## src/common/wit_map.vh

```
// register map, reset values and timing constants of the weak-infeed trip block
`ifndef WIT_MAP_VH
`define WIT_MAP_VH
// register byte offsets
`define WIT_A_CTRL      8'h00
`define WIT_A_RATIO     8'h04
`define WIT_A_TAU       8'h08
`define WIT_A_OPENPOLE  8'h0C
`define WIT_A_RESLVL    8'h10
`define WIT_A_RXEXT     8'h14
`define WIT_A_RESEXT    8'h18
`define WIT_A_RESALM    8'h1C
`define WIT_A_SPDLY     8'h20
`define WIT_A_MPDLY     8'h24
`define WIT_A_STATUS    8'h28
`define WIT_A_LATCH     8'h2C
// control field positions
`define WIT_F_MODE_LO   0
`define WIT_F_MODE_HI   1
`define WIT_F_SHARED    2
`define WIT_F_INST      3
`define WIT_F_TSEL_LO   4
`define WIT_F_TSEL_HI   5
`define WIT_F_SP_ALLOW  6
`define WIT_F_SP_RES    7
`define WIT_F_TP_ALLOW  8
// function and timed stage encodings
`define WIT_MODE_OFF    2'h0
`define WIT_MODE_ECHO   2'h1
`define WIT_MODE_TRIP   2'h2
`define WIT_TSEL_OFF    2'h0
`define WIT_TSEL_ON     2'h1
`define WIT_TSEL_RXFAIL 2'h2
// reset values
`define WIT_RST_CTRL    9'h1C9
`define WIT_RST_RATIO   7'h46
`define WIT_RATIO_MIN   7'h0A
`define WIT_RATIO_MAX   7'h64
`define WIT_RATIO_DIV   23'h000064
`define WIT_RST_TAU     6'h05
`define WIT_TAU_MIN     6'h01
`define WIT_TAU_MAX     6'h3C
`define WIT_RST_OPEN    16'h0100
`define WIT_RST_RESLVL  16'h0200
`define WIT_RST_RXEXT   16'h028A
`define WIT_RST_RESEXT  16'h0258
`define WIT_RST_RESALM  16'h2710
`define WIT_RST_SPDLY   16'h0190
`define WIT_RST_MPDLY   16'h03E8
`define WIT_INF         16'hFFFF
// timing
`define WIT_CLK_HZ      50000000
`define WIT_TICK_US     1000
`define WIT_TICK_CYC    (`WIT_CLK_HZ / 1000000 * `WIT_TICK_US)
`define WIT_RES3P_MS    16'h01F4
`define WIT_FILT_SHIFT  10
`endif

```

## src/core/wit_trip.v

```verilog
// weak-infeed trip decision logic with apb settings and status
// Function
// - shared channel echo on: one merged echo, earth-fault echo suppressed; default off
// - undervoltage threshold is ratio 0.10..1.00 times phase-phase voltage, default 0.70
// - threshold follows phase-phase voltage through a slow lag, constant default 5 s
// - no undervoltage in a phase whose phase-phase voltage is below open-pole level
// - instant trip when receive and undervoltage are present together
// - other protection pickup blocks the matching weak-infeed phases
// - receive signal stretched by a settable time, default 0.65 s
// - overcurrent pickup in a phase latches out later pickup in that phase
// - receive, no undervoltage, residual over threshold beyond 500 ms gives three-pole trip
// - residual-exceeded indication held by a settable time, default 0.60 s
// - residual above threshold beyond alarm delay, default 10 s, raises alarm
// - instant stage works only while channel-healthy input is active
// - phase block inputs stop pickup and trip of the instant stage
// - instant stage switched on or off by a setting, default on
// - timed single-pole trip only when single-pole permission is on
// - residual qualification on requires residual exceeded for timed single-pole trip
// - three-pole permission off: multi-pole pickup reported only, single-pole still possible
// - timed stage picks up per phase; single delay 0.40 s, multi delay 1.00 s
// - timed stage on, off (default) or active on channel failure
// - fuse failure or voltage transformer breaker blocks undervoltage selection
// - function mode off, echo only (default) or echo and trip
// - timed stage block input inhibits the timed stage
// - general block input blocks all tripping
//
// Chosen here: the address map and the APB interface to the registers.
`timescale 1ns/10ps
`default_nettype none
`include "wit_map.vh"
module wit_trip #(
  parameter TICK_CYC = `WIT_TICK_CYC
) (
  // apb slave
  input  wire        pclk,
  input  wire        presetn,
  input  wire        psel,
  input  wire        penable,
  input  wire        pwrite,
  input  wire [7:0]  paddr,
  input  wire [31:0] pwdata,
  output reg  [31:0] prdata,
  output reg         pready,
  output reg         pslverr,
  // binary inputs from pins
  input  wire        remote_receive_in,
  input  wire        channel_healthy_in,
  input  wire        timed_stage_block_in,
  input  wire        wi_block_in,
  input  wire        fuse_fail_in,
  input  wire        vt_breaker_in,
  input  wire [2:0]  phase_block_in,
  input  wire [2:0]  prot_pickup_in,
  input  wire [2:0]  ioc_pickup_in,
  // echo requests, same clock
  input  wire        dist_echo_req,
  input  wire        ef_echo_req,
  // measurements, same clock
  input  wire [15:0] vref_in,
  input  wire [15:0] upe_l1_in,
  input  wire [15:0] upe_l2_in,
  input  wire [15:0] upe_l3_in,
  input  wire [15:0] upp_l1_in,
  input  wire [15:0] upp_l2_in,
  input  wire [15:0] upp_l3_in,
  input  wire [15:0] residual_in,
  // decisions
  output reg  [2:0]  undervolt_out,
  output reg  [2:0]  pickup_out,
  output reg         general_pickup_out,
  output reg         multi_pickup_out,
  output reg  [2:0]  trip_pole_out,
  output reg         trip_three_out,
  output reg         residual_trip_out,
  output reg         general_trip_out,
  output reg         residual_alarm_flag,
  output reg         echo_dist_out,
  output reg         echo_ef_out,
  output reg         function_off_out,
  output reg         blocked_out
);

  // saturating increment shared by all delay counters, expiry test by all but res3_cnt
  function [15:0] inc;
    input [15:0] c;
    begin
      inc = (c == `WIT_INF) ? c : c + 16'h0001;
    end
  endfunction

  function tmo;
    input [15:0] c;
    input [15:0] s;
    begin
      tmo = (s != `WIT_INF) && (c >= s);
    end
  endfunction

  // settings
  reg  [8:0]  ctrl;
  reg  [6:0]  ratio;
  reg  [5:0]  tau;
  reg  [15:0] open_pole_level;
  reg  [15:0] residual_current_level;
  reg  [15:0] rx_ext_set;
  reg  [15:0] residual_stretch;
  reg  [15:0] residual_alarm_delay;
  reg  [15:0] single_pole_delay;
  reg  [15:0] multi_pole_delay;

  wire [1:0] function_mode_sel = ctrl[`WIT_F_MODE_HI:`WIT_F_MODE_LO];
  wire       shared_channel_echo = ctrl[`WIT_F_SHARED];
  wire       instant_stage_sel = ctrl[`WIT_F_INST];
  wire [1:0] timed_stage_sel = ctrl[`WIT_F_TSEL_HI:`WIT_F_TSEL_LO];
  wire       single_pole_allow = ctrl[`WIT_F_SP_ALLOW];
  wire       single_pole_need_residual = ctrl[`WIT_F_SP_RES];
  wire       three_pole_allow = ctrl[`WIT_F_TP_ALLOW];

  // pin synchronisers: three stages, value moves only when stages two and three agree
  localparam NIN = 15;
  wire [NIN-1:0] raw = {ioc_pickup_in, prot_pickup_in, phase_block_in, vt_breaker_in,
                        fuse_fail_in, wi_block_in, timed_stage_block_in,
                        channel_healthy_in, remote_receive_in};
  reg  [NIN-1:0] sy1;
  reg  [NIN-1:0] sy2;
  reg  [NIN-1:0] sy3;
  reg  [NIN-1:0] din;

  always @(posedge pclk or negedge presetn) begin
    if (!presetn) begin
      sy1 <= {NIN{1'b0}};
      sy2 <= {NIN{1'b0}};
      sy3 <= {NIN{1'b0}};
      din <= {NIN{1'b0}};
    end else begin
      sy1 <= raw;
      sy2 <= sy1;
      sy3 <= sy2;
      din <= (sy2 & sy3) | (din & (sy2 | sy3));
    end
  end

  wire       rx      = din[0];
  wire       ch_ok   = din[1];
  wire       t_blk   = din[2];
  wire       g_blk   = din[3];
  wire       v_fail  = din[4] | din[5];
  wire [2:0] ph_blk  = din[8:6];
  wire [2:0] prot_pk = din[11:9];
  wire [2:0] ioc_pk  = din[14:12];

  // millisecond tick
  reg [15:0] tick_cnt;
  reg        tick;

  always @(posedge pclk or negedge presetn) begin
    if (!presetn) begin
      tick_cnt <= 16'h0000;
      tick <= 1'b0;
    end else if (tick_cnt == TICK_CYC[15:0] - 16'h0001) begin
      tick_cnt <= 16'h0000;
      tick <= 1'b1;
    end else begin
      tick_cnt <= tick_cnt + 16'h0001;
      tick <= 1'b0;
    end
  end

  // threshold lag: a 1/1024 step every tau ticks gives about tau seconds
  reg  [25:0] filt;
  reg  [5:0]  tau_cnt;
  wire [25:0] xin = {vref_in, 10'h000};
  wire [22:0] prod = filt[25:10] * ratio;
  wire [22:0] quo = prod / `WIT_RATIO_DIV;
  wire [15:0] thr = quo[15:0];

  always @(posedge pclk or negedge presetn) begin
    if (!presetn) begin
      filt <= 26'h0000000;
      tau_cnt <= 6'h00;
    end else if (tick) begin
      if (tau_cnt + 6'h01 >= tau) begin
        tau_cnt <= 6'h00;
        if (xin >= filt)
          filt <= filt + ((xin - filt) >> `WIT_FILT_SHIFT);
        else
          filt <= filt - ((filt - xin) >> `WIT_FILT_SHIFT);
      end else begin
        tau_cnt <= tau_cnt + 6'h01;
      end
    end
  end

  // per-phase undervoltage
  wire [15:0] upe [0:2];
  wire [15:0] upp [0:2];
  assign upe[0] = upe_l1_in;
  assign upe[1] = upe_l2_in;
  assign upe[2] = upe_l3_in;
  assign upp[0] = upp_l1_in;
  assign upp[1] = upp_l2_in;
  assign upp[2] = upp_l3_in;

  reg [2:0] uv;
  integer k;
  always @* begin
    uv = 3'h0;
    for (k = 0; k < 3; k = k + 1)
      uv[k] = (upe[k] < thr)
              && (upp[k] >= open_pole_level)
              && !v_fail && !prot_pk[k];
  end

  // overcurrent lock-out latch, cleared by software; a new pickup wins over the clear
  reg  [2:0] lock;
  wire       wr = psel & penable & pready & pwrite;
  wire       lock_clr = wr && (paddr == `WIT_A_LATCH);

  always @(posedge pclk or negedge presetn) begin
    if (!presetn)
      lock <= 3'h0;
    else
      lock <= ioc_pk | (lock & ~(lock_clr ? pwdata[2:0] : 3'h0));
  end

  // receive extension and residual timers
  reg  [15:0] rx_cnt;
  reg  [15:0] res_hold_cnt;
  reg  [15:0] res_alm_cnt;
  reg  [15:0] res3_cnt;
  wire        res_raw = residual_in > residual_current_level;
  wire        rx_ext = rx | !tmo(rx_cnt, rx_ext_set);
  wire        res_ext = res_raw | !tmo(res_hold_cnt, residual_stretch);
  wire        res_cond = rx_ext & ~|uv & res_ext;

  always @(posedge pclk or negedge presetn) begin
    if (!presetn) begin
      rx_cnt <= `WIT_INF;
      res_hold_cnt <= `WIT_INF;
      res_alm_cnt <= 16'h0000;
      res3_cnt <= 16'h0000;
    end else begin
      if (rx)
        rx_cnt <= 16'h0000;
      else if (tick)
        rx_cnt <= inc(rx_cnt);
      if (res_raw)
        res_hold_cnt <= 16'h0000;
      else if (tick)
        res_hold_cnt <= inc(res_hold_cnt);
      if (!res_raw)
        res_alm_cnt <= 16'h0000;
      else if (tick)
        res_alm_cnt <= inc(res_alm_cnt);
      if (!res_cond)
        res3_cnt <= 16'h0000;
      else if (tick)
        res3_cnt <= inc(res3_cnt);
    end
  end

  // stage enables
  wire trip_mode = (function_mode_sel == `WIT_MODE_TRIP) && !g_blk;
  wire inst_en = trip_mode && instant_stage_sel && ch_ok;
  // channel-failure choice runs the timed stage while the channel is not healthy
  wire tsel_ok = (timed_stage_sel == `WIT_TSEL_ON) ||
                 ((timed_stage_sel == `WIT_TSEL_RXFAIL) && !ch_ok);
  wire timed_en = trip_mode && tsel_ok && !t_blk;

  wire [2:0] inst_trip = {3{inst_en & rx_ext}} & uv & ~ph_blk & ~lock;
  wire       res_trip = inst_en && (res3_cnt > `WIT_RES3P_MS);
  wire [2:0] tpk = {3{timed_en}} & uv & ~lock;
  wire       one_pk = (tpk == 3'h1) || (tpk == 3'h2) || (tpk == 3'h4);
  wire       multi_pk = |tpk && !one_pk;

  // timed stage delays
  reg [15:0] sp_cnt;
  reg [15:0] mp_cnt;

  always @(posedge pclk or negedge presetn) begin
    if (!presetn) begin
      sp_cnt <= 16'h0000;
      mp_cnt <= 16'h0000;
    end else begin
      if (!one_pk)
        sp_cnt <= 16'h0000;
      else if (tick)
        sp_cnt <= inc(sp_cnt);
      if (!multi_pk)
        mp_cnt <= 16'h0000;
      else if (tick)
        mp_cnt <= inc(mp_cnt);
    end
  end

  wire       sp_go = one_pk && tmo(sp_cnt, single_pole_delay) && single_pole_allow
                     && (!single_pole_need_residual || res_ext);
  wire       mp_go = multi_pk && tmo(mp_cnt, multi_pole_delay) && three_pole_allow;
  wire [2:0] next_pole = (inst_trip | (sp_go ? tpk : 3'h0)) & {3{!(mp_go | res_trip)}};
  wire       next_three = mp_go | res_trip;
  wire [2:0] next_pickup = inst_trip | tpk;

  // echo routing
  wire echo_on = (function_mode_sel != `WIT_MODE_OFF) && !g_blk;
  wire next_echo_d = echo_on && (dist_echo_req || (shared_channel_echo && ef_echo_req));
  wire next_echo_e = echo_on && ef_echo_req && !shared_channel_echo;

  always @(posedge pclk or negedge presetn) begin
    if (!presetn) begin
      undervolt_out <= 3'h0;
      pickup_out <= 3'h0;
      general_pickup_out <= 1'b0;
      multi_pickup_out <= 1'b0;
      trip_pole_out <= 3'h0;
      trip_three_out <= 1'b0;
      residual_trip_out <= 1'b0;
      general_trip_out <= 1'b0;
      residual_alarm_flag <= 1'b0;
      echo_dist_out <= 1'b0;
      echo_ef_out <= 1'b0;
      function_off_out <= 1'b0;
      blocked_out <= 1'b0;
    end else begin
      undervolt_out <= uv;
      pickup_out <= next_pickup;
      general_pickup_out <= |next_pickup;
      multi_pickup_out <= multi_pk;
      trip_pole_out <= next_pole;
      trip_three_out <= next_three;
      residual_trip_out <= res_trip;
      general_trip_out <= |next_pole | next_three;
      residual_alarm_flag <= tmo(res_alm_cnt, residual_alarm_delay);
      echo_dist_out <= next_echo_d;
      echo_ef_out <= next_echo_e;
      function_off_out <= (function_mode_sel == `WIT_MODE_OFF);
      blocked_out <= g_blk;
    end
  end

  // apb: setup cycle prepares the answer, first access cycle completes it
  reg         hit;
  reg  [31:0] rd;
  always @* begin
    hit = 1'b1;
    rd = 32'h00000000;
    case (paddr)
      `WIT_A_CTRL:     rd[8:0] = ctrl;
      `WIT_A_RATIO:    rd[6:0] = ratio;
      `WIT_A_TAU:      rd[5:0] = tau;
      `WIT_A_OPENPOLE: rd[15:0] = open_pole_level;
      `WIT_A_RESLVL:   rd[15:0] = residual_current_level;
      `WIT_A_RXEXT:    rd[15:0] = rx_ext_set;
      `WIT_A_RESEXT:   rd[15:0] = residual_stretch;
      `WIT_A_RESALM:   rd[15:0] = residual_alarm_delay;
      `WIT_A_SPDLY:    rd[15:0] = single_pole_delay;
      `WIT_A_MPDLY:    rd[15:0] = multi_pole_delay;
      `WIT_A_STATUS:   rd[19:0] = {rx_ext, ch_ok, res_ext, residual_alarm_flag,
                                   multi_pickup_out, residual_trip_out, trip_three_out,
                                   general_trip_out, trip_pole_out, pickup_out,
                                   undervolt_out, lock};
      `WIT_A_LATCH:    rd[2:0] = lock;
      default:         hit = 1'b0;
    endcase
  end

  always @(posedge pclk or negedge presetn) begin
    if (!presetn) begin
      pready <= 1'b0;
      pslverr <= 1'b0;
      prdata <= 32'h00000000;
    end else begin
      pready <= psel & ~penable;
      pslverr <= psel & ~penable & ~hit;
      prdata <= (psel & ~penable & ~pwrite) ? rd : 32'h00000000;
    end
  end

  // setting writes; out-of-range ratio and tau are clamped
  wire wr_ok = wr & ~pslverr;
  always @(posedge pclk or negedge presetn) begin
    if (!presetn) begin
      ctrl <= `WIT_RST_CTRL;
      ratio <= `WIT_RST_RATIO;
      tau <= `WIT_RST_TAU;
      open_pole_level <= `WIT_RST_OPEN;
      residual_current_level <= `WIT_RST_RESLVL;
      rx_ext_set <= `WIT_RST_RXEXT;
      residual_stretch <= `WIT_RST_RESEXT;
      residual_alarm_delay <= `WIT_RST_RESALM;
      single_pole_delay <= `WIT_RST_SPDLY;
      multi_pole_delay <= `WIT_RST_MPDLY;
    end else if (wr_ok) begin
      case (paddr)
        `WIT_A_CTRL:     ctrl <= pwdata[8:0];
        `WIT_A_RATIO: begin
          if (pwdata[31:0] < {25'h0, `WIT_RATIO_MIN})
            ratio <= `WIT_RATIO_MIN;
          else if (pwdata[31:0] > {25'h0, `WIT_RATIO_MAX})
            ratio <= `WIT_RATIO_MAX;
          else
            ratio <= pwdata[6:0];
        end
        `WIT_A_TAU: begin
          if (pwdata[31:0] < {26'h0, `WIT_TAU_MIN})
            tau <= `WIT_TAU_MIN;
          else if (pwdata[31:0] > {26'h0, `WIT_TAU_MAX})
            tau <= `WIT_TAU_MAX;
          else
            tau <= pwdata[5:0];
        end
        `WIT_A_OPENPOLE: open_pole_level <= pwdata[15:0];
        `WIT_A_RESLVL:   residual_current_level <= pwdata[15:0];
        `WIT_A_RXEXT:    rx_ext_set <= pwdata[15:0];
        `WIT_A_RESEXT:   residual_stretch <= pwdata[15:0];
        `WIT_A_RESALM:   residual_alarm_delay <= pwdata[15:0];
        `WIT_A_SPDLY:    single_pole_delay <= pwdata[15:0];
        `WIT_A_MPDLY:    multi_pole_delay <= pwdata[15:0];
        default:         ctrl <= ctrl;
      endcase
    end
  end

endmodule
`default_nettype wire

```

## config.mk

```make
export PLATFORM = sky130hd
export DESIGN_NAME = wit_trip
export DESIGN_NICKNAME = d
export VERILOG_FILES = /design/src/core/wit_trip.v
export VERILOG_INCLUDE_DIRS = /design/src /design/src/common
export SDC_FILE = /design/constraint.sdc
export NUM_CORES = 1
export LEC_CHECK = 0
export BUFFER_PORTS_ARGS = -buffer_cell sky130_fd_sc_hd__buf_2
export CORE_UTILIZATION = 55
export CTS_BUF_LIST = sky130_fd_sc_hd__clkbuf_4
export DETAILED_ROUTE_END_ITERATION = 12
export PLACE_DENSITY = 0.74
export RECOVER_POWER = 25
export SKIP_LAST_GASP = 1
export SLEW_MARGIN = 30
export SYNTH_ARGS = -nofsm -noshare
export SYNTH_HDL_FRONTEND = slang
export SYNTH_SLANG_ARGS = --single-unit
export TNS_END_PERCENT = 50
```

## constraint.sdc

```tcl
create_clock -name pclk -period 17.2 [get_ports pclk]
set_input_delay 2.58 -clock pclk [delete_from_list [all_inputs] [get_ports pclk]]
set_output_delay 2.58 -clock pclk [all_outputs]
set_load 0.01 [all_outputs]
```

# After elaboration in Yosys (flattened, before gate mapping)
# Cells that the tools add are included.
word_totals:
  out_inout_bits: 53
  register_bits: 383
  wordCells: 265
  in_bits: 190
op_classes:
  n_eq_ne: 39
  magnitude_cmp: 19
  bitwise: 36
  reduce_logical: 80
  n_mul: 1
  n_mux: 36
  n_addsub: 12
  n_div: 1
ops:
  columns: ["operator", "n"]
  rows:
  - ["16-bit two-way mux", 19]
  - ["16-bit >= comparator", 8]
  - ["16-bit by 1-bit adder with 16-bit output (second input constant)", 7]
  - ["16-bit equality test (second input constant)", 7]
  - ["16-bit != test (second input constant)", 5]
  - ["3-bit case mux with 11 select lines", 2]
  - ["7-bit case mux with 8 select lines", 1]
  - ["26-bit subtractor", 2]
  - ["16-bit < comparator", 3]
  - ["2-bit AND reduction", 17]
  - ["1-bit logical AND", 33]
  - ["8-bit by 5-bit equality test with 1-bit output (second input constant)", 4]
  - ["8-bit by 6-bit equality test with 1-bit output (second input constant)", 4]
  - ["32-bit by 6-bit > comparator with 1-bit output (second input constant)", 1]
  - ["32-bit by 7-bit > comparator with 1-bit output (second input constant)", 1]
  - ["32-bit by 1-bit < comparator with 1-bit output (second input constant)", 1]
  - ["32-bit by 4-bit < comparator with 1-bit output (second input constant)", 1]
  - ["15-bit bitwise AND", 2]
  - ["15-bit OR", 2]
  - ["26-bit by 16-bit adder with 26-bit output", 1]
  - ["26-bit >= comparator", 1]
  - ["26-bit two-way mux", 1]
  - ["26-bit by 16-bit subtractor with 26-bit output", 1]
  - ["23-bit by 7-bit divider with 23-bit output (second input constant)", 1]
  - ["35 further kinds", 99]

# Longest topological paths before layout
# Gate-level depths: netlist of the first run.
depth:
  ltp_word: 20
  mapped_depth: 68
  mapped_depth_nobuf: 61

# Worst setup path before layout of the first run
# OpenSTA, ideal clock, no wires.
synth_path:
  path_type: "register -> register"
  startpoint: "register ratio[6]"
  endpoint: "register sp_cnt[10]"
  stages_incl_launch_ff: 59
  arrival_ps: 14875
  path_slack_ps: 2254
  n_path_buf: 5
  required_ps: 17129
  setup_ps: 71
  period_less_slack_ps: 14946
  path_cell_list: "dfstp_2 > clkbuf_1 > nand2_1 > fa_1 > fa_1 > inv_1 > fa_1 > inv_1 > fa_1 > inv_1 > ha_1 > buf_2 > a21o_1 > a31oi_1 > a2111oi_1 > or4_4 > nand2_2 > nand3_1 > [23 not listed] > o21ai_0 > o2111ai_4 > o2111ai_1 > nand4_2 > o211a_1 > o32ai_4 > a211oi_1 > o32ai_1 > and2_1 > ha_1 > o21a_1 > o2111ai_1 > a31oi_1 > nor3_1 > xnor2_1 > mux2_2 > buf_2 > nor2_1"
synth_between:
  elab_chain_cells: 13
  word_cells_on_any_way: 25
  classes_between: "1 x mul; 1 x div; 3 x order compare; 5 x eq/ne; 1 x mux; 2 x bitwise; 12 x reduce/logical"
synth_lines:
  columns: ["element", "line_no", "rtl"]
  rows:
  - ["start, declared", "wit_trip.v:101", "reg [6:0] ratio;"]
  - ["start signal, assigned", "wit_trip.v:383", "ratio <= `WIT_RST_RATIO;"]
  - ["start signal, assigned", "wit_trip.v:397", "ratio <= `WIT_RATIO_MIN;"]
  - ["start signal, assigned", "wit_trip.v:399", "ratio <= `WIT_RATIO_MAX;"]
  - ["16-bit by 7-bit multiplier with 23-bit output *", "wit_trip.v:173", "wire [22:0] prod = filt[25:10] * ratio;"]
  - ["23-bit by 7-bit divider with 23-bit output (no source line) *", null, null]
  - ["16-bit < comparator", "wit_trip.v:209", "uv[k] = (upe[k] < thr)"]
  - ["1-bit logical AND", "wit_trip.v:210", "&& (upp[k] >= open_pole_level)"]
  - ["1-bit logical AND (2 in a row)", "wit_trip.v:211", "&& !v_fail && !prot_pk[k];"]
  - ["3-bit bitwise AND * (2 in a row)", "wit_trip.v:272", "wire [2:0] tpk = {3{timed_en}} & uv & ~lock;"]
  - ["3-bit by 1-bit equality test with 1-bit output or 3-bit by 2-bit equality test with 1-bit output (tied branches)", "wit_trip.v:273", "wire one_pk = (tpk == 3'h1) || (tpk == 3'h2) || (tpk == 3'h4);"]
  - ["1-bit logical OR", "wit_trip.v:273", null]
  - ["1-bit logical OR *", "wit_trip.v:273", null]
  - ["2-bit != test (no source line)", null, null]
  - ["2-bit AND reduction (no source line)", null, null]
  - ["end signal, assigned", "wit_trip.v:288", "sp_cnt <= inc(sp_cnt);"]
  - ["end, declared", "wit_trip.v:277", "reg [15:0] sp_cnt;"]
# Mark *: on every way between the ends. The rest lies on a longest branch, timed or not.
# A chain may end at the register's enable or synchronous reset.

# Worst setup path in the final report of the first run
layout_path:
  startpoint: "register ratio[2]"
  endpoint: "register res3_cnt[3]"
layout_between:
  elab_chain_cells: 12
  word_cells_on_any_way: 22
  classes_between: "1 x mul; 1 x div; 3 x order compare; 2 x eq/ne; 1 x mux; 2 x bitwise; 12 x reduce/logical"
layout_lines:
  columns: ["element", "line_no", "rtl"]
  rows:
  - ["16-bit by 7-bit multiplier with 23-bit output *", "wit_trip.v:173", null]
  - ["23-bit by 7-bit divider with 23-bit output (no source line) *", null, null]
  - ["16-bit < comparator *", "wit_trip.v:209", null]
  - ["1-bit logical AND *", "wit_trip.v:210", null]
  - ["1-bit logical AND * (2 in a row)", "wit_trip.v:211", null]
  - ["via uv[2]", "wit_trip.v:204", "reg [2:0] uv;"]
  - ["3-bit OR reduction *", "wit_trip.v:234", "wire res_cond = rx_ext & ~|uv & res_ext;"]
  - ["1-bit zero test *", "wit_trip.v:234", null]
  - ["1-bit bitwise AND * (2 in a row)", "wit_trip.v:234", null]
  - ["2-bit != test (no source line)", null, null]
  - ["2-bit AND reduction (no source line)", null, null]
  - ["end signal, assigned", "wit_trip.v:258", "res3_cnt <= inc(res3_cnt);"]
  - ["end, declared", "wit_trip.v:230", "reg [15:0] res3_cnt;"]
# The timed path passes the listed nets; every way through them passes the cells marked *.

==> results by group, run 1 <==
Outcome
  • Status: complete, but fails checks
  • Failing checks: capacitance limit, slew limit

Logic synthesis
  • Synthesized area: roughly 31,000 um^2
  • Total of warnings raised by yosys: 0
  • Synth async-reset ratio: 100%
  • Post-synthesis register bit count: 383
  • Dominant synthesized flop cell: dfrtp_1
  • Syn Inst Count: 3,494
  • Yosys cell types: around 130
  • Seq/Total Area, Yosys: 31.2%
  • Number of synthesized flops with an enable pin: 0
  • Mean area per synthesized cell: 8.85 um^2

Setup path
  • CP peak stage delay: approximately 620 ps
  • Worst setup EP type: flop
  • Critical Path Most Common Cell: inv_1
  • Worst EP arrival: 17,230 ps
  • Worst flop-to-flop path endpoint: res3_cnt[3]
  • Flop-to-flop setup slack: 700 ps
  • Critical path required time: 17,930 ps
  • Worst path slowest cell: or4_4
  • Worst reg-to-reg path cell count: 57
  • Worst Path Max Fanout: 16
  • Critical path class: flop to flop
  • CP Launch Type: flop
  • Reg2reg start: ratio[2]

Place
  • Detailed placer's ending HPWL: 70,800 um
  • Placed Cells: 4,386
  • Gpl congestion: 0.985
  • I/O Buffers: 230

Min path
  • Hold_sp: sy1[0]
  • Hold Crit Class: flop to flop
  • WHS Endpoint: sy2[0]
  • Hold path depth: 0

CTS
  • CTS tree: yes
  • Inserted Clock Buffers: between 90 and 100
  • Root buffer cell: clkbuf_4
  • Clk_lat worst skew: 850 ps
  • H-tree lvl count: 3
  • Clk slew on worst S/H paths: 70 ps
  • Maximum root-to-sink buffer count: 3
  • Clk sinks: roughly 380

GRT
  • Global-route wire length before repair: 145,000 um
  • Largest net degree at the start of global routing: between 70 and 80
  • Gr usage total: 32.5%
  • Gr ovfl total: 0
  • Initial antenna violation count: 3
  • Vias in the first global route: between 20,000 and 30,000

Floorplanning
  • Starting Density: 55.9%
  • Die Ht: roughly 240 um
  • Top Ports: about 240
  • Placeable Area: between 50,000 and 60,000 um^2
  • Die area: 57,200 um^2
  • Number of placement rows: 86
  • Die Wd: 239 um

STA
  • Hold Fails Final Rpt: 0
  • Max Freq: 0.0606 GHz
  • Final worst path period need: approximately 17,000 ps
  • Worst slew pin tran: around 3700 ps
  • Slew Viols, Final: ~130
  • Final worst clock skew: 57.5 ps
  • Final worst-path cycle share: 95.9%
  • Worst Hold Slack: 339 ps
  • Slew HR: -148%
  • Setup Viol. Count Final: 0

Detailed routing
  • Drc violations: 0
  • DR vias/cell: 5.98
  • DRT iter0 DRCs: 2,596
  • Routed Antenna Nets: 0
  • Vias: 27,349
  • First drt pass iteration count: 9
  • Routed len/inst: a little over 20 um
  • Total wire length: ~92,000 um

Final layout
  • Layout cells sized above 1: roughly 17%
  • Largest registers: filt: 26 flops, prdata: 20 flops
  • Area Overhead vs Synth: 11.8%
  • Layout Nets: 4,309
  • Max FFs per register: 26
  • Fin cells: 4,576
  • Register with the most flip-flops: filt
  • Layout fillers: around 4,800

Flow run
  • Maxcap violations: 2
==> placed cells by master, fill, tap and decap left out, drive strengths merged, types with 30 or more instances in the layout <==
master  count
a21o       69
a21oi     173
a31oi      40
and2       74
and3       37
buf       276
clkbuf    146
dfrtp     317
dfstp      66
fa         71
ha        301
inv       286
mux2       34
nand2     341
nand2b     65
nand3      79
nand4      78
nor2      269
nor2b      60
nor3       63
nor4       30
o21ai     261
o21bai     32
xnor2     124
xor2       96
==> stage by stage <==
step | utilization, % | setup WS (ps) | setup TNS, ps | cell area (um^2)
6_report | 62.5 | 699 | 0 | 34600
3_3_place_gp | 59.3 | 635 | 0 | 32800
2_1_floorplan | - | 2250 | 0 | 31000
3_5_place_dp | 59.3 | 267 | 0 | 32800
5_1_grt | 62.5 | -118 | -1220 | 34600
4_1_cts | 62.0 | 258 | 0 | 34300
==> cell type report <==
class / instances / area, um^2 / share of cell area (%)
Antenna cell: 2 / 5.00 / 0.0145
Sequential cell: 383 / 9670 / 27.9
Clock inverter: 37 / 418 / 1.21
Timing Repair Buffer: 279 / 1520 / 4.38
Inverter: 286 / 1070 / 3.10
Tap cell: 748 / 936 / 2.71
Clock buffer: 143 / 1070 / 3.10
Multi-Input combinational cell: 2698 / 19900 / 57.5
==> cell families after synthesis <==
family / after synthesis / synth area share, %
muxes: 59 / 2.10
other: 1 / 0.0121
xor gates and xnor gates: 220 / 6.25
and+or+nand+nor: 1169 / 18.9
buffers and inverters: 424 / 5.56
DFF: 383 / 31.2
AOI/OAI and AO/OA: 843 / 18.4
adders and majority gates: 395 / 17.5
==> per-layer routing <==
| metal | track usage, % | routed length (um) |
|---|---|---|
| met5 | 0 | 16 |
| met4 | 16.0 | 4110 |
| met3 | 5.10 | 6860 |
| met2 | 51.9 | 42700 |
| met1 | 42.9 | 38500 |
==> critical path, delay by kind of cell, from the launching register on <==
| family | cells | cell delay, ps |
|---|---|---|
| compound gates | 22 | 6440 |
| simple gates | 18 | 4610 |
| fa+ha+maj | 7 | 3090 |
| buf+inv | 8 | 1040 |
| mux | 2 | 770 |
| flops | 1 | 400 |
==> synthesized netlist by cell type (all sizes together), types with 78 or more instances <==
master / number / share of area, %
o21ai: 261 / 4.2
inv: 285 / 3.5
clkbuf: 95 / 1.2
nand4: 78 / 1.6
nor2: 269 / 3.5
xnor2: 124 / 3.5
a21oi: 173 / 2.9
nand3: 79 / 1.3
nand2: 341 / 4.2
dfrtp: 317 / 26
ha: 301 / 12
xor2: 96 / 2.7
==> timing repair <==
action	4_1_cts	5_1_grt
buffers inserted	0	8
hold buffers	0	0
setup endpoints to repair	0	61
resized for setup	0	44
==> how the worst max path moves through the flow <==
stage	from	to	slack (ps)	cells after the start
detailed placement	ratio[2]	general_trip_out	270	54
global placement	ratio[2]	general_trip_out	630	54
CTS	ratio[2]	general_trip_out	260	54
finish	ratio[2]	res3_cnt[3]	700	57
global route	ratio[2]	res3_cnt[15]	-120	56
floorplan	ratio[6]	sp_cnt[10]	2250	58
Power of run 1 is not shown: default switching activity piles up to over one toggle a cycle in this logic, so the estimate is an artifact.
==> run 2: changes to the inputs <==
--- a/config.mk
+++ b/config.mk
@@ -7,6 +7,7 @@
 export NUM_CORES = 1
 export LEC_CHECK = 0
 export BUFFER_PORTS_ARGS = -buffer_cell sky130_fd_sc_hd__buf_2
+export CORE_ASPECT_RATIO = 1.2
 export CORE_UTILIZATION = 55
 export CTS_BUF_LIST = sky130_fd_sc_hd__clkbuf_4
 export DETAILED_ROUTE_END_ITERATION = 12
==> results by group, run 2 (synthesis results as in run 1) <==
Outcome
  • Status: complete, but fails checks
  • Failing checks: capacitance limit, slew limit

Final layout
  • Register area: between 9000 and 10,000 um^2
  • Most frequent cells in the layout: 338 x nand2_1, 316 x dfrtp_1, 301 x ha_1
  • Area taken by multi-input logic gates: 19,900 um^2
  • Layout fillers: 4,803
  • Layout Nets: 4,309
  • Register with the most flip-flops: filt
  • Max FFs per register: 26
  • Commonest non-fill, non-tap cell in the layout: nand2_1
  • Area Overhead vs Synth: 11.2%
  • Layout cells sized above 1: 17.4%
  • Largest registers: filt: 26 flops, prdata: 20 flops

Detailed routing
  • WL met3: roughly 5900 um
  • WL met1: approximately 36,000 um
  • First drt pass iteration count: 9
  • DR top layer: met5
  • DRT iter0 DRCs: 2,148
  • Routed len/inst: 20.2 um
  • Routed length on met2: about 44,000 um
  • Total wire length: ~92,000 um
  • Drc violations: 0
  • Routed Antenna Nets: 0
  • DR vias/cell: 6.02
  • Vias: 27,416

Place
  • Detailed placer's ending HPWL: roughly 71,000 um
  • Gpl congestion: slightly below 1
  • I/O Buffers: 230

STA
  • Slew Viols, Final: 106
  • Setup Viol. Count Final: 0
  • Hold Fails Final Rpt: 0
  • Max Freq: 0.0606 GHz
  • Worst slew pin tran: 5570 ps
  • Slew HR: -272%
  • Final worst clock skew: 92.4 ps
  • Worst Hold Slack: 323 ps
  • Final worst path period need: 16,510 ps
  • Final worst-path cycle share: 96.0%

Floorplanning
  • Starting Density: between 50% and 60%
  • Die area: 57,200 um^2
  • Die Ht: approximately 260 um
  • Number of placement rows: 94
  • Top Ports: 243
  • Die Wd: 218 um
  • Placeable Area: roughly 55,000 um^2

Setup path
  • Worst Path Max Fanout: 16
  • Worst path slowest cell: or4_4
  • Worst EP arrival: ~17,000 ps
  • CP top delay family: compound AO/OA/AOI/OAI gates
  • Worst setup EP type: flop
  • WP buf/inv: 7
  • CP peak stage delay: about 640 ps
  • Critical path required time: 17,950 ps
  • CP Launch Type: flop
  • Critical path class: flop to flop

GRT
  • Initial antenna violation count: 8
  • Vias in the first global route: 26,779
  • Largest net degree at the start of global routing: 150
  • Gr usage total: about a third
  • Gr ovfl total: 0
  • Global-route wire length before repair: 144,000 um

CTS
  • Clk slew on worst S/H paths: approximately 70 ps
  • Root buffer cell: clkbuf_4
  • H-tree lvl count: 3
  • CTS tree: yes
  • Clk sinks: 383
  • Maximum root-to-sink buffer count: 3
  • Clk_lat worst skew: 880 ps
  • Inserted Clock Buffers: 97

Flow run
  • Maxcap violations: 1

Min path
  • Hold Crit Class: flop to flop
==> run 2: cell types whose count changed in the layout (fill, tap and decap cells not counted), sizes merged <==
| cell | previous run | this run |
|---|---|---|
| clkinv | 27 | 31 |
| o2111ai | 10 | 11 |
| clkbuf | 146 | 149 |
| diode | 2 | 7 |
| clkinvlp | 0 | 5 |
| inv | 286 | 285 |
| bufinv | 10 | 1 |
| buf | 276 | 277 |
==> run 2: area by class of cell <==
cell class	instances	share of cell area, %
timing repair inverter	1	0.0218
timing repair buffer	279	4.45
clock buffer	147	3.21
antenna	7	0.0509
inverter	286	3.14
multi-input combinational	2699	57.9
clock inverter	35	0.524
sequential	383	28.1
tap	720	2.62
==> run 2: path summary, 6_finish.rpt <==
check	to	slack, ps	depth (start not counted)	startpoint
worst min register to register	sy2[3]	320	0	sy1[3]
worst min-delay path	sy2[3]	320	0	sy1[3]
max in group asynchronous	tau_cnt[1]	10080	3	presetn
worst max-delay path	res3_cnt[3]	690	57	ratio[2]
worst max register to register	res3_cnt[3]	690	57	ratio[2]
min in group asynchronous	prdata[3]	3780	1	presetn
==> run 2: what timing repair did <==
item / 4_1_cts / 5_1_grt
buffers inserted: 0 / 9
gates resized for setup: 0 / 47
setup endpoints to repair: 0 / 60
hold buffers: 0 / 0
==> run 2: metrics by stage <==
stage	std cells	setup TNS, ps	setup WS, ps	area (um^2)	utilization [%]
detailed placement	4357	0	560	32800	59.4
global route	4555	-2330	-158	34400	62.3
CTS	4539	0	447	34100	61.7
floorplan	3505	0	2250	31000	-
global placement	4357	0	816	32800	59.4
finish	4557	0	686	34400	62.3
==> run 2: routing by layer <==
metal	track usage, %	vias to the layer above
met2	53.6	1059
met3	5.79	278
met5	0	-
li1	-	12893
met1	39.2	13182
met4	19.2	4
Power of run 2 is left out for the same reason.
